**src/pafm_pkg.sv**
```systemverilog
package pafm_pkg;

  // Output-capable pads, in the order of the pad vectors.
  localparam int NUM_PINS = 6;
  localparam int PIN_P7_0 = 0;
  localparam int PIN_P6_0 = 1;
  localparam int PIN_P6_1 = 2;
  localparam int PIN_P2_0 = 3;
  localparam int PIN_P2_1 = 4;
  localparam int PIN_P2_2 = 5;

  // Selections that exist per pad, one nibble per pad, pad 0 lowest.
  localparam logic [23:0] PIN_VALID = 24'h33_1fb7;

  // Pin io control register layout.
  localparam int SEL_MSB = 3;
  localparam int SEL_ENABLE_BIT = 3;
  localparam int GPIO_OUT_BIT = 4;
  localparam logic [7:0] IOCTL_RESET = 8'h00;

  // Register byte offsets.
  localparam logic [7:0] OFS_IOCTL_BASE = 8'h00;
  localparam logic [7:0] OFS_STATUS = 8'h18;
  localparam logic [7:0] OFS_PAD_LEVEL = 8'h1c;
  localparam logic [7:0] OFS_PORT5_LEVEL = 8'h20;

  // Status register fields.
  localparam int ST_TEST_MODE = 0;
  localparam int ST_DEBUG_ACTIVE = 1;
  localparam int ST_DEBUG_RESET = 2;
  localparam int ST_PULLDOWN = 3;
  localparam int ST_CAPTURED = 4;

  // Synchroniser vector layout.
  localparam int SYNC_W = 29;
  localparam int SY_PAD = 0;
  localparam int SY_P5 = 6;
  localparam int SY_P15 = 22;
  localparam int SY_FACTORY_TEST_STRAP = 27;
  localparam int SY_TRST = 28;
  localparam logic [1:0] SYNC_DEPTH = 2'd2;

  // Debug access positions that enable the data line pull-down.
  localparam logic [1:0] DAP_POS_0 = 2'd0;
  localparam logic [1:0] DAP_POS_2 = 2'd2;

  // AHB-Lite transfer codes.
  localparam logic [1:0] HTRANS_NONSEQ = 2'b10;

  typedef struct packed {
    logic timer3_toggle_out;
    logic timer6_toggle_out;
    logic analog_mux_ctrl0;
    logic analog_mux_ctrl1;
    logic debug_break_out;
    logic serial1_ch1_data_out;
    logic can0_transmit;
    logic can1_transmit;
    logic tdo_data;
    logic tdo_oe;
  } pafm_periph_out_t;

  typedef struct packed {
    logic converter_request_gate_in;
    logic serial1_ch1_data_in;
    logic can0_receive_c;
    logic timer5_count_gate_in;
    logic jtag_tdi;
    logic jtag_tms;
    logic timer3_updown_in;
    logic t12_run_control_in;
    logic t13_run_control_in;
    logic serial2_ch0_data_in;
    logic debug_break_in;
    logic serial2_ch1_data_in;
    logic timer6_count_gate_in;
  } pafm_in_fn_t;

endpackage

```
**src/pafm_top.sv**
```systemverilog
// The register addresses and the AHB-Lite slave port were chosen for this implementation.
`timescale 1ns/10ps
// Behaviour
// [RULE_01] Select field 1x00 picks output zero, upward.
// [RULE_02] Hardware-controlled output overrides the select field.
// [RULE_03] Board holds test strap high normally.
// [RULE_04] Board holds debug reset input high normally.
// [RULE_05] Debug reset strap sampled at reset release.
// [RULE_06] Board pulses debug reset low once afterward.
// [RULE_07] Data line pull-down for access positions 0/2.
// [RULE_08] Port 7.0: timer3 toggle, timer6 toggle.
// [RULE_09] Port 6.0: mux bit0, break out, gate in.
// [RULE_10] Port 6.1: mux bit1, timer3, serial data.
// [RULE_11] Port 2.1/2.2 drive CAN transmit lines.
// [RULE_12] Ports 15 and 5 are input only, shared.
// [RULE_13] Port 5.2/5.4 feed JTAG and timer3 inputs.
// [RULE_14] Port 5.10 feeds break input, serial input.
// [RULE_15] Port 2.0 feeds CAN receive, timer5 input.
// [RULE_16] Port 5.8 feeds both run-control inputs.
// [RULE_17] Inputs always observe the synchronized pad level.
module pafm_top (
  // Clock, reset and enable.
  input wire logic clk,
  input wire logic rst,
  input wire logic ce,
  // AHB-Lite slave.
  input wire logic hsel,
  input wire logic [7:0] haddr,
  input wire logic [1:0] htrans,
  input wire logic hwrite,
  input wire logic [2:0] hsize,
  input wire logic [31:0] hwdata,
  input wire logic hready,
  output logic hreadyout,
  output logic hresp,
  output logic [31:0] hrdata,
  // Peripheral side.
  input wire pafm_pkg::pafm_periph_out_t periph_out,
  input wire logic [1:0] dap_position,
  output pafm_pkg::pafm_in_fn_t in_fn,
  output logic test_mode,
  output logic debug_active,
  output logic debug_sys_rst,
  // Pads.
  input wire logic [5:0] pad_in,
  output logic [5:0] pad_out,
  output logic [5:0] pad_oe,
  output logic tdo_pulldown_en,
  input wire logic [15:0] port5_in,
  input wire logic [4:0] port15_in,
  input wire logic factory_test_strap,
  input wire logic debug_reset_strap
);

  logic [7:0] ioctl_q [6];
  logic [28:0] sync1_q;
  logic [28:0] sync2_q;
  logic [1:0] cnt_q;
  logic captured_q;
  logic debug_active_q;
  logic debug_sys_rst_q;
  logic pulldown_q;
  logic test_mode_q;
  logic [5:0] pad_out_q;
  logic [5:0] pad_oe_q;
  logic [31:0] hrdata_q;
  logic wr_pend_q;
  logic [7:0] wr_addr_q;
  logic [3:0] alt [6];
  logic [5:0] pad_out_d;
  logic [5:0] pad_oe_d;

  wire [28:0] raw_in = {debug_reset_strap, factory_test_strap, port15_in, port5_in, pad_in};
  wire [15:0] p5 = sync2_q[pafm_pkg::SY_P5 +: 16];
  wire [4:0] p15 = sync2_q[pafm_pkg::SY_P15 +: 5];
  wire [5:0] pads = sync2_q[pafm_pkg::SY_PAD +: 6];
  wire trst_s = sync2_q[pafm_pkg::SY_TRST];
  wire hw_tdo = debug_active_q & periph_out.tdo_oe;
  wire take = hsel & hready & (htrans == pafm_pkg::HTRANS_NONSEQ);
  wire take_wr = take & hwrite;
  wire take_rd = take & ~hwrite;
  wire [5:0] rd_idx = haddr[7:2];
  wire is_ioctl = rd_idx < 6'(pafm_pkg::NUM_PINS);
  wire [2:0] rd_pin = rd_idx[2:0];
  wire [5:0] wr_idx = wr_addr_q[7:2];
  wire [2:0] wr_pin = wr_idx[2:0];
  wire wr_ioctl = wr_pend_q & (wr_idx < 6'(pafm_pkg::NUM_PINS));
  wire start_done = cnt_q == pafm_pkg::SYNC_DEPTH;
  wire dap_pd = (dap_position == pafm_pkg::DAP_POS_0) | (dap_position == pafm_pkg::DAP_POS_2);

  // Status word shows the block's own state.
  wire [31:0] status_w = {27'h000_0000, captured_q, pulldown_q, debug_sys_rst_q,
                          debug_active_q, test_mode_q};
  wire [31:0] rdata_w =
    is_ioctl ? {24'h00_0000, ioctl_q[rd_pin]} :
    (haddr == pafm_pkg::OFS_STATUS) ? status_w :
    (haddr == pafm_pkg::OFS_PAD_LEVEL) ? {21'h00_0000, p15, pads} :
    (haddr == pafm_pkg::OFS_PORT5_LEVEL) ? {16'h0000, p5} : 32'h0000_0000;

  // Alternate output sources per pad, index is the selection number.
  assign alt[pafm_pkg::PIN_P7_0] = {1'b0, periph_out.timer6_toggle_out,
    periph_out.timer3_toggle_out, ioctl_q[0][pafm_pkg::GPIO_OUT_BIT]}; // see [RULE_08]
  assign alt[pafm_pkg::PIN_P6_0] = {periph_out.debug_break_out, 1'b0,
    periph_out.analog_mux_ctrl0, ioctl_q[1][pafm_pkg::GPIO_OUT_BIT]}; // see [RULE_09]
  assign alt[pafm_pkg::PIN_P6_1] = {periph_out.serial1_ch1_data_out,
    periph_out.timer3_toggle_out, periph_out.analog_mux_ctrl1,
    ioctl_q[2][pafm_pkg::GPIO_OUT_BIT]}; // see [RULE_10]
  assign alt[pafm_pkg::PIN_P2_0] = {3'b000, ioctl_q[3][pafm_pkg::GPIO_OUT_BIT]}; // see [RULE_15]
  assign alt[pafm_pkg::PIN_P2_1] = {2'b00, periph_out.can0_transmit,
    ioctl_q[4][pafm_pkg::GPIO_OUT_BIT]}; // see [RULE_11]
  assign alt[pafm_pkg::PIN_P2_2] = {2'b00, periph_out.can1_transmit,
    ioctl_q[5][pafm_pkg::GPIO_OUT_BIT]}; // see [RULE_11]

  // Each pad drives when bit 3 is set and the selection exists; bit 2 is ignored.
  for (genvar p = 0; p < 6; p++) begin : g_pin
    wire [1:0] sel = ioctl_q[p][1:0];
    wire sel_on = ioctl_q[p][pafm_pkg::SEL_ENABLE_BIT] & pafm_pkg::PIN_VALID[4 * p + int'(sel)];
    if (p == pafm_pkg::PIN_P7_0) begin : g_hw
      assign pad_oe_d[p] = hw_tdo | sel_on; // see [RULE_02]
      assign pad_out_d[p] = hw_tdo ? periph_out.tdo_data : (sel_on & alt[p][sel]); // see [RULE_02]
    end else begin : g_sw
      assign pad_oe_d[p] = sel_on; // see [RULE_01]
      assign pad_out_d[p] = sel_on & alt[p][sel]; // see [RULE_01]
    end
  end

  // Input functions fan out from the synchronized pad levels at all times.
  assign in_fn.converter_request_gate_in = pads[pafm_pkg::PIN_P6_0]; // see [RULE_09] [RULE_17]
  assign in_fn.serial1_ch1_data_in = pads[pafm_pkg::PIN_P6_0]; // see [RULE_17]
  assign in_fn.can0_receive_c = pads[pafm_pkg::PIN_P2_0]; // see [RULE_15]
  assign in_fn.timer5_count_gate_in = pads[pafm_pkg::PIN_P2_0]; // see [RULE_15]
  assign in_fn.jtag_tdi = p5[2]; // see [RULE_13] [RULE_12]
  assign in_fn.jtag_tms = p5[4]; // see [RULE_13]
  assign in_fn.timer3_updown_in = p5[4]; // see [RULE_13]
  assign in_fn.t12_run_control_in = p5[8]; // see [RULE_16]
  assign in_fn.t13_run_control_in = p5[8]; // see [RULE_16]
  assign in_fn.serial2_ch0_data_in = p5[8]; // see [RULE_16]
  assign in_fn.debug_break_in = p5[10]; // see [RULE_14]
  assign in_fn.serial2_ch1_data_in = p5[10]; // see [RULE_14]
  assign in_fn.timer6_count_gate_in = p15[4]; // see [RULE_12]

  assign pad_out = pad_out_q;
  assign pad_oe = pad_oe_q;
  assign tdo_pulldown_en = pulldown_q;
  assign test_mode = test_mode_q;
  assign debug_active = debug_active_q;
  assign debug_sys_rst = debug_sys_rst_q;
  assign hrdata = hrdata_q;
  assign hreadyout = 1'b1;
  assign hresp = 1'b0;

  // Two-stage synchroniser for every pin level.
  always_ff @(posedge clk or posedge rst) begin
    if (rst) begin
      sync1_q <= '0;
      sync2_q <= '0;
    end else if (ce) begin
      sync1_q <= raw_in;
      sync2_q <= sync1_q; // see [RULE_17]
    end
  end

  // The debug reset strap and access position are taken once the synchroniser holds a real pin level.
  always_ff @(posedge clk or posedge rst) begin
    if (rst) begin
      cnt_q <= '0;
      captured_q <= 1'b0;
      debug_active_q <= 1'b0;
      pulldown_q <= 1'b0;
    end else if (ce && !captured_q) begin
      cnt_q <= cnt_q + 2'd1;
      if (start_done) begin
        captured_q <= 1'b1;
        debug_active_q <= trst_s; // see [RULE_05]
        pulldown_q <= dap_pd; // see [RULE_07]
      end
    end
  end

  // Debug system is held in reset while the strap input is low after activation.
  always_ff @(posedge clk or posedge rst) begin
    if (rst) begin
      debug_sys_rst_q <= 1'b0;
      test_mode_q <= 1'b0;
    end else if (ce) begin
      debug_sys_rst_q <= debug_active_q & ~trst_s; // see [RULE_06] [RULE_04]
      test_mode_q <= ~sync2_q[pafm_pkg::SY_FACTORY_TEST_STRAP]; // see [RULE_03]
    end
  end

  always_ff @(posedge clk or posedge rst) begin
    if (rst) begin
      pad_out_q <= '0;
      pad_oe_q <= '0;
    end else if (ce) begin
      pad_out_q <= pad_out_d;
      pad_oe_q <= pad_oe_d;
    end
  end

  // Bus slave: read data is sampled in the address phase, writes land in the data phase.
  always_ff @(posedge clk or posedge rst) begin
    if (rst) begin
      hrdata_q <= '0;
      wr_pend_q <= 1'b0;
      wr_addr_q <= '0;
    end else if (ce) begin
      wr_pend_q <= take_wr;
      wr_addr_q <= haddr;
      if (take_rd) begin
        hrdata_q <= rdata_w;
      end
    end
  end

  for (genvar r = 0; r < 6; r++) begin : g_reg
    always_ff @(posedge clk or posedge rst) begin
      if (rst) begin
        ioctl_q[r] <= pafm_pkg::IOCTL_RESET;
      end else if (ce && wr_ioctl && wr_pin == 3'(r)) begin
        ioctl_q[r] <= {3'b000, hwdata[4:0]};
      end
    end
  end

  property p_sel_gpio;
    @(posedge clk) disable iff (rst)
    ce && ioctl_q[3][3] && ioctl_q[3][1:0] == 2'd0
      |=> pad_oe_q[3] && pad_out_q[3] == $past(ioctl_q[3][4]);
  endproperty
  a_sel_gpio: assert property (p_sel_gpio) else $error("gpio selection not driven"); // see [RULE_01]

  property p_sel_off;
    @(posedge clk) disable iff (rst)
    ce && !ioctl_q[4][3] |=> !pad_oe_q[4];
  endproperty
  a_sel_off: assert property (p_sel_off) else $error("pad driven while select off"); // see [RULE_01]

  property p_hw_tdo;
    @(posedge clk) disable iff (rst)
    ce && debug_active_q && periph_out.tdo_oe
      |=> pad_oe_q[0] && pad_out_q[0] == $past(periph_out.tdo_data);
  endproperty
  a_hw_tdo: assert property (p_hw_tdo) else $error("debug data not on pad"); // see [RULE_02]

  property p_p70_t6;
    @(posedge clk) disable iff (rst)
    ce && !hw_tdo && ioctl_q[0][3] && ioctl_q[0][1:0] == 2'd2
      |=> pad_out_q[0] == $past(periph_out.timer6_toggle_out);
  endproperty
  a_p70_t6: assert property (p_p70_t6) else $error("timer6 toggle not routed"); // see [RULE_08]

  property p_p60_brk;
    @(posedge clk) disable iff (rst)
    ce && ioctl_q[1][3] && ioctl_q[1][1:0] == 2'd3
      |=> pad_oe_q[1] && pad_out_q[1] == $past(periph_out.debug_break_out);
  endproperty
  a_p60_brk: assert property (p_p60_brk) else $error("break output not routed"); // see [RULE_09]

  property p_p61_ser;
    @(posedge clk) disable iff (rst)
    ce && ioctl_q[2][3] && ioctl_q[2][1:0] == 2'd3
      |=> pad_out_q[2] == $past(periph_out.serial1_ch1_data_out);
  endproperty
  a_p61_ser: assert property (p_p61_ser) else $error("serial data not routed"); // see [RULE_10]

  property p_p22_can;
    @(posedge clk) disable iff (rst)
    ce && ioctl_q[5][3] && ioctl_q[5][1:0] == 2'd1
      |=> pad_oe_q[5] && pad_out_q[5] == $past(periph_out.can1_transmit);
  endproperty
  a_p22_can: assert property (p_p22_can) else $error("CAN1 transmit not routed"); // see [RULE_11]

  property p_strap;
    @(posedge clk) disable iff (rst)
    $rose(captured_q) |-> debug_active_q == $past(trst_s) && $past(cnt_q) == 2'd2;
  endproperty
  a_strap: assert property (p_strap) else $error("debug strap captured wrong"); // see [RULE_05]

  property p_pulldown;
    @(posedge clk) disable iff (rst)
    $rose(captured_q) |-> pulldown_q == ($past(dap_position) inside {2'd0, 2'd2});
  endproperty
  a_pulldown: assert property (p_pulldown) else $error("pull-down enable wrong"); // see [RULE_07]

  property p_tdi_fan;
    @(posedge clk) disable iff (rst)
    ce && $past(ce) && !$past(rst) |=> in_fn.jtag_tdi == $past(port5_in[2], 2);
  endproperty
  a_tdi_fan: assert property (p_tdi_fan) else $error("TDI level lags wrong"); // see [RULE_13]

  property p_brk_fan;
    @(posedge clk) disable iff (rst)
    ce && $past(ce) && !$past(rst) |=> in_fn.debug_break_in == $past(port5_in[10], 2);
  endproperty
  a_brk_fan: assert property (p_brk_fan) else $error("break input level wrong"); // see [RULE_14]

  property p_run_fan;
    @(posedge clk) disable iff (rst)
    ce && $past(ce) && !$past(rst) |=> in_fn.t12_run_control_in == $past(port5_in[8], 2)
      && in_fn.t13_run_control_in == $past(port5_in[8], 2);
  endproperty
  a_run_fan: assert property (p_run_fan) else $error("run control level wrong"); // see [RULE_16]

  property p_can_rx;
    @(posedge clk) disable iff (rst)
    ce && $past(ce) && !$past(rst) |=> in_fn.can0_receive_c == $past(pad_in[3], 2);
  endproperty
  a_can_rx: assert property (p_can_rx) else $error("CAN receive level wrong"); // see [RULE_15] [RULE_17]

endmodule // pafm_top

```
**config.mk**
```make
export PLATFORM = sky130hd
export DESIGN_NAME = pafm_top
export DESIGN_NICKNAME = d
export VERILOG_FILES = /design/src/pafm_pkg.sv /design/src/pafm_top.sv
export SDC_FILE = /design/constraint.sdc
export NUM_CORES = 1
export LEC_CHECK = 0
export ABC_AREA = 0
export BUFFER_PORTS_ARGS = -buffer_cell sky130_fd_sc_hd__buf_2
export CAP_MARGIN = 20
export CORE_ASPECT_RATIO = 1.25
export CORE_UTILIZATION = 48
export DETAILED_ROUTE_END_ITERATION = 10
export PLACE_DENSITY = 0.77
export REMOVE_ABC_BUFFERS = 1
export SKIP_CTS_REPAIR_TIMING = 1
export SYNTH_ARGS = -nofsm -noshare
export SYNTH_HDL_FRONTEND = slang
export SYNTH_SLANG_ARGS = --single-unit
export TNS_END_PERCENT = 5
```
**constraint.sdc**
```tcl
create_clock -name clk -period 3.65 [get_ports clk]
set_input_delay 0.1825 -clock clk [delete_from_list [all_inputs] [get_ports clk]]
set_output_delay 0.1825 -clock clk [all_outputs]
set_load 0.01 [all_outputs]
```
* Yosys cells after proc, flatten, opt, wreduce, memory -nomap -nowiden
Memory sizes are Yosys's and may differ from the RTL's.
Index checks and enable logic that the tools add are counted.
** Storage, ports and cells
- Register bits :: 148
- ROM bits :: 160
- Bits of input ports :: 92
- Output and inout bits :: 63
- Word-level logic and storage cells :: 126
- Memories :: 5
** Operators by class
- Add/subtract/negate cells :: 6
- Order comparisons :: 15
- Equal/unequal tests :: 11
- Multiplexer cells :: 32
- Bitwise logic cells :: 25
- Reduce and logical (&&, ||, !) cells :: 13
** Memories
- (no name shown) :: words 32, width 1, read ports 1, clocked after memory_dff 0, wr ports 0, RTL line pafm_top.sv:117 : wire sel_on = ioctl_q[p][pafm_pkg::SEL_ENABLE_BIT] & pafm_pkg::PIN_VALID[4 * p + int'(sel)];
- (no name shown) :: words 32, width 1, read ports 1, clocked after memory_dff 0, wr ports 0, RTL line pafm_top.sv:117
- (no name shown) :: words 32, width 1, read ports 1, clocked after memory_dff 0, wr ports 0, RTL line pafm_top.sv:117
- (no name shown) :: words 32, width 1, read ports 1, clocked after memory_dff 0, wr ports 0, RTL line pafm_top.sv:117
- (no name shown) :: words 32, width 1, read ports 1, clocked after memory_dff 0, wr ports 0, RTL line pafm_top.sv:117
** Operators with widths (count)
- 16-bit 2-to-1 mux :: 4
- 8-bit binary-select mux with 3-bit select :: 1
- 1-bit bitwise AND :: 19
- 2-bit by 3-bit < comparator with 1-bit output (second input constant) :: 6
- 1-bit 2-to-1 mux :: 18
- 8-bit by 5-bit == test with 1-bit output (second input constant) :: 2
- 8-bit 2-to-1 mux :: 2
- 1-bit binary-select mux with 2-bit select :: 7
- 5-bit by 2-bit adder with 6-bit output (first input constant) :: 2
- 5-bit by 6-bit < comparator with 1-bit output (second input constant) :: 2
- 6-bit by 3-bit < comparator with 1-bit output (second input constant) :: 2
- 6-bit < comparator (second input constant) :: 2
- 4-bit by 2-bit adder with 5-bit output (first input constant) :: 2
- 8-bit by 6-bit == test with 1-bit output (second input constant) :: 1
- 1-bit logical AND :: 8
- 2-bit == test (second input constant) :: 3
- 3-bit by 2-bit == test with 1-bit output (second input constant) :: 2
- 3-bit == test (second input constant) :: 2
- 2-bit by 6-bit < comparator with 1-bit output (second input constant) :: 1
- 4-bit by 6-bit < comparator with 1-bit output (second input constant) :: 1
- 3-bit by 2-bit adder with 4-bit output (first input constant) :: 1
- 4-bit >= comparator (second input constant) :: 1
- 3-bit inverter with 4-bit output :: 1
- 2-bit AND reduction :: 2
- 7 further kinds :: 10

* Longest topological paths before layout
Gate-level depths: netlist (run 1).
- Depth after elaboration :: 6
- Depth in mapped cells :: 6

* Worst setup path after synthesis (run 1)
No wires, ideal clock.
- Path kind :: register to register
- From :: register wr_addr_q[7]
- To :: register ioctl_q, in the netlist alt[16]
- Arrival time :: 1.626 ns
- Required time :: 3.525 ns
- Setup slack :: 1.899 ns
- Cell stages (with the launch flop) :: 6
- Path buffers :: 1
- Path through :: dfrtp_1 -> nor4b_4 -> nand2b_2 -> or3_1 -> buf_2 -> mux2_4
** Between the ends
- Word-level cells in the longest chain between the ends :: 4
** Ends and longest elaborated chain
- start: declaration :: RTL line pafm_top.sv:68 : logic [7:0] wr_addr_q;
- start signal: assignment :: RTL line pafm_top.sv:209 : wr_addr_q <= haddr;
- 6-bit by 3-bit < comparator with 1-bit output :: RTL line pafm_top.sv:87 : wire wr_ioctl = wr_pend_q & (wr_idx < 6'(pafm_pkg::NUM_PINS));
- 1-bit bitwise AND :: RTL line pafm_top.sv:87
- 1-bit logical AND (2 in a row) :: RTL line pafm_top.sv:220 : end else if (ce && wr_ioctl && wr_pin == 3'(r)) begin
- end signal: indexed assignment :: RTL line pafm_top.sv:219 : ioctl_q[r] <= pafm_pkg::IOCTL_RESET;
- end signal: indexed assignment :: RTL line pafm_top.sv:221 : ioctl_q[r] <= {3'b000, hwdata[4:0]};
- end: declaration :: RTL line pafm_top.sv:55 : logic [7:0] ioctl_q [6];
Every way passes these cells.
A chain may end at the register's enable or synchronous reset.

* Final worst setup path (run 1)
- From :: register wr_addr_q[7]
- To :: register ioctl_q[34] (netlist bit)
Same word-level chain as after synthesis.

==> metrics.md, run 1 <==
| Metric | Value |
|---|---|
| Reg-to-reg startpoint | `wr_addr_q[7]$_DFFE_PP0P_` |
| Max VDD drop | `0.241 mV` |
| Root Buffer | `clkbuf_16` |
| Status | `completed` |
| Post-route non-filler standard cell count | `711` |
| Cell chain of the critical path | `nor4b_4 > nand2b_2 > or3_1 > mux2_4` |
| Total negative slack | `0 ps` |
| Chip width | `101 µm` |
| Post-synth cell types | `46` |
| Die area | `0.0126 mm²` |
| CTS buffer count | `17` |
| Die height | `125 µm` |
| Met2 wire len | `6080 µm` |
| Post-synth ARST share | `100%` |
| Maximum clock path buffer count | `2` |
| Post-synthesis register bit count | `130` |
| Reg-to-Reg End | `ioctl_q[34]$_DFFE_PP0P_` |
| Startpoint Class | `register` |
| Worst hold path type | `input port to register` |
| Critical path data required time | `3930 ps` |
| WHS Endpoint | `sync1_q[22]$_DFFE_PP0P_` |
| CP max-delay cell | `or3_1` |
| Gr ovfl total | `0` |
| Core area | `0.0117 mm²` |
| Worst reg2reg path depth | `4` |
| N_diodes | `0` |
| Count leader, synth | `dfrtp_1` |
| R2R setup slack | `1710 ps` |
| Vias per std cell | `5.21` |
| Fin crit share | `53.1%` |
| Post-synthesis sequential area ratio | `55.6%` |
| Crit end category | `register` |
| Top Metal Used | `met4` |
| Worst setup margin | `1710 ps` |
| Tot GR Track Use | `19.9%` |
| Util after Layout | `59.3%` |
| P per Cell Area | `516 mW/mm²` |
| HPWL Detailed | `8010 µm` |
| Layout cell share with drive strength beyond 1 | `45.8%` |
| Placed cell areas | `0.00634 mm²` |
| P_leak | `3.31 nW` |
| Syn-to-layout area delta | `18.9%` |
| 1st-iter DRT viols | `138` |
| Pre-CTS setup slack | `1610 ps` |
| Largest net degree at the start of global routing | `87` |
| Synthesized area | `0.00585 mm²` |
| Vias | `3701` |
| Crit Path Max Fanout | `5` |
| Initial antenna violation count | `0` |
| Fin. max-slew vios | `0` |
| Clk_lat worst skew | `410 ps` |
| Setup violators final | `0` |
| Finished Cell Area | `0.00695 mm²` |
| Max cap viols | `0` |
| Site Rows | `44` |
| Biggest area consumer among synthesized cells | `dfrtp_1` |
| Slew @ Worst Pin | `748 ps` |
| Unrepaired setup endpoints after global routing | `false` |
| Post-Route WL | `11600 µm` |
| WP data arrival | `2220 ps` |
| Area fraction of the dominant cell type after synthesis | `55.6%` |
| Cells after synthesis | `443` |
| Initial DRT Pass Iterations | `4` |
| Synth cell count leaders | `130 x dfrtp_1, 92 x mux2_2, 32 x buf_4` |
| Synth Area per Inst | `13.2 µm²` |
| Clock Sinks | `130` |
| First-pass GRT wire length | `19100 µm` |
| Final Critical Period | `1940 ps` |
| Top cells by area, synth | `dfrtp_1 56%, mux2_2 18%, buf_4 4.1%` |
| CTS tree | `built` |
| CP Class | `register to register` |
| Clock Skews | `6.85 ps` |
| Wl on met1 | `4830 µm` |
| Synth Flop Type | `dfrtp_1` |
| Worst hold start | `port15_in[0]` |
| Reg clk slew, reported paths | `50 ps` |
| Max Clk Rate | `0.516 GHz` |
| Antenna Nets Post-Route | `0` |
| DRC | `0` |
| Hold Crit Depth | `2` |
| Starting Density | `49.9%` |
| CP max stage delay | `530 ps` |
| DR WL/cell | `16.3 µm` |
| # H-tree levels | `4` |
| I/O Pins | `155` |
| Rel. slew slack | `50.1%` |
| Dpl cells | `674` |
| Vias in the first global route | `3751` |
| Nets | `632` |
| PortBufs | `105` |
| RD Place Congestion | `0.840` |
| Final Hold Vio Count | `0` |
| Met3 routed WL | `482 µm` |
| Syn. warnings | `0` |
| EDFF count, synth | `0` |
[per-layer routing]
layer  up-vias  track usage [%]
met5         -                0
met4         0             8.87
met3        13             4.92
met2       101             32.8
met1      1873             24.6
li1       1714                -
[cell families after synthesis]
group	synth area share (%)
muxes	23.7
DFF	55.6
adders and majority gates	0.214
AOI/OAI and AO/OA	6.83
buffers and inverters	6.76
xor gates and xnor gates	0.150
other	0.128
and+or+nand+nor	6.59
[power by group]
part           internal, mW  switching, mW
Sequential             1.58         0.0954
Combinational         0.204          0.194
Clock                 0.955          0.559
Total                  2.74          0.848
[state kept, by name, summed over array words and instances (netlist names)]
register         flops
sync1_q             29
sync2_q             29
hrdata              16
g_pin.sel           12
ioctl_q             12
alt                  6
pad_oe               6
pad_out              6
wr_addr_q            6
cnt_q                2
captured_q           1
debug_active         1
debug_sys_rst        1
tdo_pulldown_en      1
test_mode            1
wr_pend_q            1
[worst max-delay path, delay by kind of cell (launching register included)]
family	cells	cell delay, ps
muxes	1	360
and+or+nand+nor	3	1060
DFF	1	400
[area by class of cell]
type                    instances  area, µm²
fillers                       940       4770
flip-flops and latches        130       3250
multi-input cells             260       2260
repair buffers                115        651
clock buffers                  23        468
well taps                     161        201
clock inverters                 7       60.1
inverters                      15       58.8
[worst max path at each step]
stage                     slack (ps)                     start  cells after the start                 endpoint
after floorplan                   -2                       rst                      1       alt[0]$_DFFE_PP0P_
final                           1710  wr_addr_q[7]$_DFFE_PP0P_                      4  ioctl_q[34]$_DFFE_PP0P_
after CTS                       1700  wr_addr_q[7]$_DFFE_PP0P_                      4  ioctl_q[34]$_DFFE_PP0P_
after global routing            1650  wr_addr_q[7]$_DFFE_PP0P_                      4  ioctl_q[34]$_DFFE_PP0P_
after global placement          1600                        ce                      4   hrdata[14]$_DFFE_PP0P_
after detailed placement        1610                        ce                      4    hrdata[9]$_DFFE_PP0P_
[per-stage QoR]
stage	total power, mW	hold slack (ps)
after global routing	3.75	0.116
after detailed placement	2.09	386
after CTS	3.62	-49.3
after floorplan	1.91	279
after global placement	2.07	379
final	3.59	4.46
[placed cells by master, fill, tap and decap left out, drive strengths merged, types with 2 or more instances in the layout]
cell type	Yosys	routed
dfrtp	130	130
a211oi	5	5
mux4	6	6
nor2b	2	2
or3b	2	2
or3	3	3
nor3	4	4
buf	42	109
mux2i	14	14
or2	5	5
mux2	97	97
nand4	2	2
clkbuf	12	23
inv	15	15
nor2	8	8
o31ai	5	5
a22o	17	17
nor4b	2	2
a21oi	12	12
clkinv	0	6
o22ai	5	5
nand2b	3	3
nand2	20	20
conb	2	18
nand3	5	5
o21ai	9	9
nand3b	4	4
dlygate4sd3	0	6
Note: power is estimated with default switching activity, not from simulation.
==> run 2, diff against run 1 <==
==> constraint.sdc (replaced) <==
create_clock -name clk -period 1.7 [get_ports clk]
set_input_delay 0.085 -clock clk [delete_from_list [all_inputs] [get_ports clk]]
set_output_delay 0.085 -clock clk [all_outputs]
set_load 0.01 [all_outputs]
==> run 2 against run 1 <==
The run now ends with negative hold slack, negative setup slack left. Routed wire length rose by 9.8%. Sequential power rose by 120%. Power rose by 130%. First-iteration DRC count rose by 7.2%. Global-route usage rose by 0.65 points. Register-to-register slack got worse by 1700 ps. Highest routed layer unchanged.
==> metrics.md, run 2 (same netlist as run 1, synthesis figures left out) <==
| Metric | Value |
|---|---|
| Chip width | `101 µm (unchanged)` |
| Vias in the first global route | `3935 (+4.9%)` |
| Syn-to-layout area delta | `29.6%` |
| Vias per std cell | `5.26 (+1.0%)` |
| Fin crit share | `100% (+47 points)` |
| Status | `finished with violations` |
| Unrepaired setup endpoints after global routing | `true` |
| Clock share of power | `45.8% (+3.6 points)` |
| Crit Path Max Fanout | `5 (unchanged)` |
| Initial antenna violation count | `0 (unchanged)` |
| Die area | `0.0126 mm² (unchanged)` |
| Hold slack | `-2.71 ps (-7.16 ps)` |
| Slew @ Worst Pin | `625 ps (-123 ps)` |
| Layout cell share with drive strength beyond 1 | `46.1% (+0.28 points)` |
| Worst setup margin | `-5.38 ps (-1720 ps)` |
| Setup violators final | `1 (+1)` |
| Reg-to-reg startpoint | `wr_addr_q[5]$_DFFE_PP0P_` |
| Critical path data required time | `1990 ps (-1940 ps)` |
| Rel. slew slack | `58.3% (+8.2 points)` |
| Max VDD drop | `0.574 mV (+140%)` |
| Startpoint Class | `register` |
| Worst reg2reg path depth | `6 (+2)` |
| Root Buffer | `clkbuf_16` |
| Post-route non-filler standard cell count | `764 (+7.5%)` |
| Nets | `683 (+8.1%)` |
| Most frequent cells in the layout | `130 x dfrtp_1, 104 x buf_2, 82 x mux2_2` |
| P per Cell Area | `1110 mW/mm² (+120%)` |
| Fin. max-slew vios | `0 (unchanged)` |
| Placed cell areas | `0.00650 mm² (+2.6%)` |
| Crit end category | `register` |
| CP Class | `register to register` |
| Register share of total power | `42.8% (-3.9 points)` |
| Post-Route WL | `12700 µm (+9.8%)` |
| CP startpoint | `wr_addr_q[5]$_DFFE_PP0P_` |
| Tot GR Track Use | `20.5% (+0.65 points)` |
| Pre-CTS setup slack | `-94.9 ps (-1710 ps)` |
| Largest net degree at the start of global routing | `56 (-36%)` |
| Worst hold start | `periph_out[3]` |
| Max cap viols | `0 (unchanged)` |
| Total negative slack | `-5.38 ps (-5.38 ps)` |
| DRC | `0 (unchanged)` |
| Core area | `0.0117 mm² (unchanged)` |
| P_leak | `3.60 nW (+8.9%)` |
| I/O Pins | `155 (unchanged)` |
| # H-tree levels | `4 (unchanged)` |
| Combinational cell fraction of total power | `11.4% (+0.3 points)` |
| Clk_lat worst skew | `410 ps (about the same)` |
| DR WL/cell | `16.6 µm (+2.2%)` |
| CTS tree | `built` |
| Sw Ratio | `23.5% (-0.11 points)` |
| Initial DRT Pass Iterations | `4 (unchanged)` |
| Maximum clock path buffer count | `2 (unchanged)` |
| First-pass GRT wire length | `19600 µm (+2.6%)` |
| Reg clk slew, reported paths | `60 ps (about the same)` |
| Dpl cells | `694 (+3.0%)` |
| RD Place Congestion | `0.830 (-1.1%)` |
| HPWL Detailed | `8600 µm (+7.3%)` |
| WP data arrival | `2000 ps (-220 ps)` |
| 1st-iter DRT viols | `148 (+7.2%)` |
| Final Hold Vio Count | `1 (+1)` |
| Worst hold path type | `input port to register` |
| Site Rows | `44 (unchanged)` |
| N_diodes | `0 (unchanged)` |
| Internal Dissipation | `6.43 mW (+130%)` |
| Hold Crit Depth | `3 (+1)` |
| CTS buffer count | `17 (unchanged)` |
| PortBufs | `105 (unchanged)` |
| Failing checks | `negative hold slack, negative setup slack` |
| Final Critical Period | `1710 ps (-233 ps)` |
| Most common cell after layout, fill and taps aside | `dfrtp_1` |
| Gr ovfl total | `0 (unchanged)` |
| Vias | `4017 (+8.5%)` |
| Finished Cell Area | `0.00758 mm² (+9.0%)` |
| Net Sw Power | `1.98 mW (+130%)` |
| Clock Skews | `4.55 ps (-2.30 ps)` |
| Die height | `125 µm (unchanged)` |
| Clock Sinks | `130 (unchanged)` |
| Antenna Nets Post-Route | `0 (unchanged)` |
| Starting Density | `49.9% (unchanged)` |
| Max Clk Rate | `0.586 GHz (+14%)` |
==> run 2: cell types whose count changed in the layout (fill, tap and decap cells not counted), sizes merged <==
cell	delta
clkinvlp	+2
bufinv	+3
clkinv	-1
buf	+20
inv	+1
dlygate4sd3	+31
clkbuf	-3
==> run 2: cell type report <==
cell class / count / area (µm²)
Fill cell: 865 / 4150
Sequential cell: 130 / 3250
Multi-Input combinational cell: 260 / 2310
Timing Repair Buffer: 166 / 1110
Clock buffer: 20 / 457
Tap cell: 161 / 201
Clock inverter: 12 / 180
Inverter: 15 / 58.8
==> run 2: metal layers <==
layer  track usage [%]  up-vias  wire, µm
met4              10.8        0       437
met5                 0        -         0
met3              5.03       32       587
met2              35.0      136      6700
met1              23.7     2025      5000
li1                  -     1824         -
==> run 2: path summary, 6_finish.rpt <==
check | end | slack (ps)
setup / recovery | g_pin[5].sel[1]$_DFFE_PP0P_ | -5
hold / removal | pad_out[4]$_DFFE_PP0P_ | -3
setup reg to reg | g_pin[5].sel[1]$_DFFE_PP0P_ | -5
hold reg to reg | test_mode$_DFFE_PP0P_ | 470
max in group asynchronous | pad_oe[1]$_DFFE_PP0P_ | 900
min in group asynchronous | hrdata[14]$_DFFE_PP0P_ | 220
==> run 2: critical path, cell delays in order (launching register included) <==
cell      delay, ps
dfrtp_1         400
nor4b_4         340
nand2b_2        110
buf_6           140
nor3_4          120
buf_6           150
mux2_2          330
==> run 2: power groups by stage <==
stage                     clock network (mW)  logic, mW  registers [mW]
after floorplan                            0      0.467            3.64
after global placement                     0      0.843            3.62
after detailed placement                   0      0.881            3.65
after CTS                               3.92      0.888            3.59
after global routing                    4.05       1.06            3.63
final                                   3.86      0.957            3.60
==> run 2: per-stage QoR <==
stage,hold slack (ps),power (mW),utilization (%)
after floorplan,181,4.11,-
after global placement,73.5,4.47,55.4
after detailed placement,81.1,4.53,55.4
after CTS,-352,8.40,60.9
after global routing,17.1,8.74,64.6
final,-2.71,8.41,64.6
==> run 3, diff against run 2 <==
--- a/config.mk
+++ b/config.mk
@@ -9,9 +9,9 @@
 export BUFFER_PORTS_ARGS = -buffer_cell sky130_fd_sc_hd__buf_2
 export CAP_MARGIN = 20
 export CORE_ASPECT_RATIO = 1.25
-export CORE_UTILIZATION = 48
+export CORE_UTILIZATION = 51
 export DETAILED_ROUTE_END_ITERATION = 10
-export PLACE_DENSITY = 0.77
+export PLACE_DENSITY = 0.78
 export REMOVE_ABC_BUFFERS = 1
 export SKIP_CTS_REPAIR_TIMING = 1
 export SYNTH_ARGS = -nofsm -noshare
==> constraint.sdc (replaced) <==
create_clock -name clk -period 2.1 [get_ports clk]
set_input_delay 0.105 -clock clk [delete_from_list [all_inputs] [get_ports clk]]
set_output_delay 0.105 -clock clk [all_outputs]
set_load 0.01 [all_outputs]
==> run 3 against run 2 <==
The run ends with design-rule violations, negative hold slack left. Largest cell class unchanged. Clock-buffer cell count rose by 1. Worst setup slack improved by 210 ps. Largest power group is now registers. Hold slack got worse by 27 ps. Utilization rose by 0.23 points. Clock skew barely moved. Power fell by 25%. Clock power fell by 32%. Global-route usage rose by 0.16 points. Die area fell by 5.8%. Critical path type unchanged. Design area fell by 4.7%.
==> metrics.md, run 3 (same netlist as run 1, synthesis figures left out) <==
| Metric | Value |
|---|---|
| P per Cell Area | `872 mW/mm² (-21%)` |
| Clock Sinks | `130 (unchanged)` |
| CTS buffer count | `17 (unchanged)` |
| RD Place Congestion | `0.763 (-8.1%)` |
| Reg-to-Reg End | `g_pin[1].sel[1]$_DFFE_PP0P_` |
| DR WL/cell | `16.9 µm (+1.3%)` |
| WHS Endpoint | `pad_out[0]$_DFFE_PP0P_` |
| Vias | `3824 (-4.8%)` |
| DRC | `20 (+20)` |
| Worst hold start | `periph_out[1]` |
| Fin. max-slew vios | `0 (unchanged)` |
| Status | `finished with violations` |
| Max Clk Rate | `0.528 GHz (-10%)` |
| Starting Density | `52.5% (+2.6 points)` |
| Maximum clock path buffer count | `2 (unchanged)` |
| Nets | `663 (-2.9%)` |
| Post-route non-filler standard cell count | `714 (-6.5%)` |
| Most frequent cells in the layout | `130 x dfrtp_1, 104 x buf_2, 92 x mux2_2` |
| Fill count | `846 (-2.2%)` |
| CP max stage delay | `520 ps (+120 ps)` |
| Tot GR Track Use | `20.7% (+0.16 points)` |
| Cell chain of the critical path | `nor4b_4 > nand2b_2 > or3_1 > mux2_4` |
| Die area | `0.0119 mm² (-5.8%)` |
| Chip width | `97.8 µm (-2.9%)` |
| PortBufs | `105 (unchanged)` |
| Max cap viols | `0 (unchanged)` |
| Vias in the first global route | `3825 (-2.8%)` |
| Hold Crit Depth | `3 (unchanged)` |
| Fin crit share | `90.2% (-10 points)` |
| Die height | `122 µm (-2.9%)` |
| CTS tree | `built` |
| WP data arrival | `2190 ps (+190 ps)` |
| # H-tree levels | `4 (unchanged)` |
| Syn-to-layout area delta | `23.5%` |
| Setup violators final | `0 (-1)` |
| Final Hold Vio Count | `1 (unchanged)` |
| Initial antenna violation count | `0 (unchanged)` |
| Clk_lat worst skew | `410 ps (about the same)` |
| HPWL Detailed | `7980 µm (-7.2%)` |
| Most common cell after layout, fill and taps aside | `dfrtp_1` |
| Reg clk slew, reported paths | `50 ps (about the same)` |
| CP Class | `register to register` |
| Reg-to-reg startpoint | `wr_addr_q[7]$_DFFE_PP0P_` |
| Total negative slack | `0 ps (+5.38 ps)` |
| Layout cell share with drive strength beyond 1 | `43.9% (-2.2 points)` |
| Hold slack | `-29.5 ps (-26.8 ps)` |
| N_diodes | `0 (unchanged)` |
| Dpl cells | `651 (-6.2%)` |
| Core area | `0.0111 mm² (-5.0%)` |
| Root Buffer | `clkbuf_16` |
| Util after Layout | `64.9% (+0.23 points)` |
| 1st-iter DRT viols | `197 (+33%)` |
| Clock Skews | `4.92 ps (+0.370 ps)` |
| Initial DRT Pass Iterations | `8 (+4)` |
| R2R setup slack | `200 ps (+210 ps)` |
| Largest net degree at the start of global routing | `85 (+52%)` |
| Antenna Nets Post-Route | `0 (unchanged)` |
| Worst hold path type | `input port to register` |
| Vias per std cell | `5.36 (+1.9%)` |
| P_leak | `3.43 nW (-4.7%)` |
| Startpoint Class | `register` |
| Final Critical Period | `1900 ps (+190 ps)` |
| Crit end category | `register` |
| CP max-delay cell | `or3_1` |
| Post-Route WL | `12000 µm (-5.3%)` |
| Crit Path Max Fanout | `5 (unchanged)` |
| I/O Pins | `155 (unchanged)` |
| Max VDD drop | `0.563 mV (-1.8%)` |
| Gr ovfl total | `0 (unchanged)` |
| Unrepaired setup endpoints after global routing | `false` |
| Worst reg2reg path depth | `4 (-2)` |
| Failing checks | `design-rule violations, negative hold slack` |
| Site Rows | `43 (-2.3%)` |
| First-pass GRT wire length | `18600 µm (-4.8%)` |
| Critical path data required time | `2390 ps (+400 ps)` |
-- run 3: cell types whose count changed in the layout (fill, tap and decap cells not counted), sizes merged --
cell,change
inv,-1
bufinv,-3
buf,-18
clkinvlp,-1
clkbuf,+1
dlygate4sd3,-2
-- run 3: final cells by class --
type | instances | area (µm²) | share of cell area, %
inverter | 15 | 58.8 | 0.814
multi-input combinational | 260 | 2260 | 31.3
clock buffer | 21 | 460 | 6.37
tap | 135 | 169 | 2.34
timing repair buffer | 146 | 961 | 13.3
clock inverter | 7 | 62.6 | 0.866
sequential | 130 | 3250 | 45.0
-- run 3: power by group --
group	switching, mW	internal, mW	total (mW)
Combinational	0.345	0.392	0.737
Clock	0.996	1.65	2.64
Sequential	0.174	2.74	2.92
-- run 3: worst max-delay path, delay by kind of cell, from the launching register on --
family / cells / cell delay [ps]
simple gates: 3 / 1020
flops: 1 / 400
mux: 1 / 350
-- run 3: worst max path at each step --
stage                                   startpoint                     endpoint  slack, ps  cells past startpoint
after floorplan                                rst           alt[0]$_DFFE_PP0P_      -1470                      1
after global placement    wr_addr_q[7]$_DFFE_PP0P_          alt[16]$_DFFE_PP0P_        250                      4
after detailed placement  wr_addr_q[7]$_DFFE_PP0P_  g_pin[1].sel[1]$_DFFE_PP0P_        210                      4
after CTS                 wr_addr_q[7]$_DFFE_PP0P_  g_pin[1].sel[1]$_DFFE_PP0P_        200                      4
after global routing      wr_addr_q[7]$_DFFE_PP0P_      ioctl_q[34]$_DFFE_PP0P_        130                      4
final                     wr_addr_q[7]$_DFFE_PP0P_  g_pin[1].sel[1]$_DFFE_PP0P_        200                      4
-- run 3: layer usage --
layer | vias to the layer above | routed length, µm | GRT usage [%]
li1 | 1780 | - | -
met1 | 1931 | 4930 | 23.9
met2 | 94 | 6450 | 36.2
met3 | 19 | 436 | 5.16
met4 | 0 | 229 | 9.94
met5 | - | 0 | 0
-- run 3: stage by stage --
| stage | cell area [µm²] | power (mW) | worst slack, ps | hold WS, ps |
|---|---|---|---|---|
| 2_1_floorplan | 5570 | 3.32 | -1470 | 201 |
| 3_5_place_dp | 6350 | 3.65 | 206 | 77.5 |
| 4_1_cts | 6870 | 6.31 | 197 | -364 |
| 3_3_place_gp | 6350 | 3.60 | 251 | 68.5 |
| 5_1_grt | 7220 | 6.57 | 134 | 4.21 |
| 6_report | 7220 | 6.30 | 205 | -29.5 |
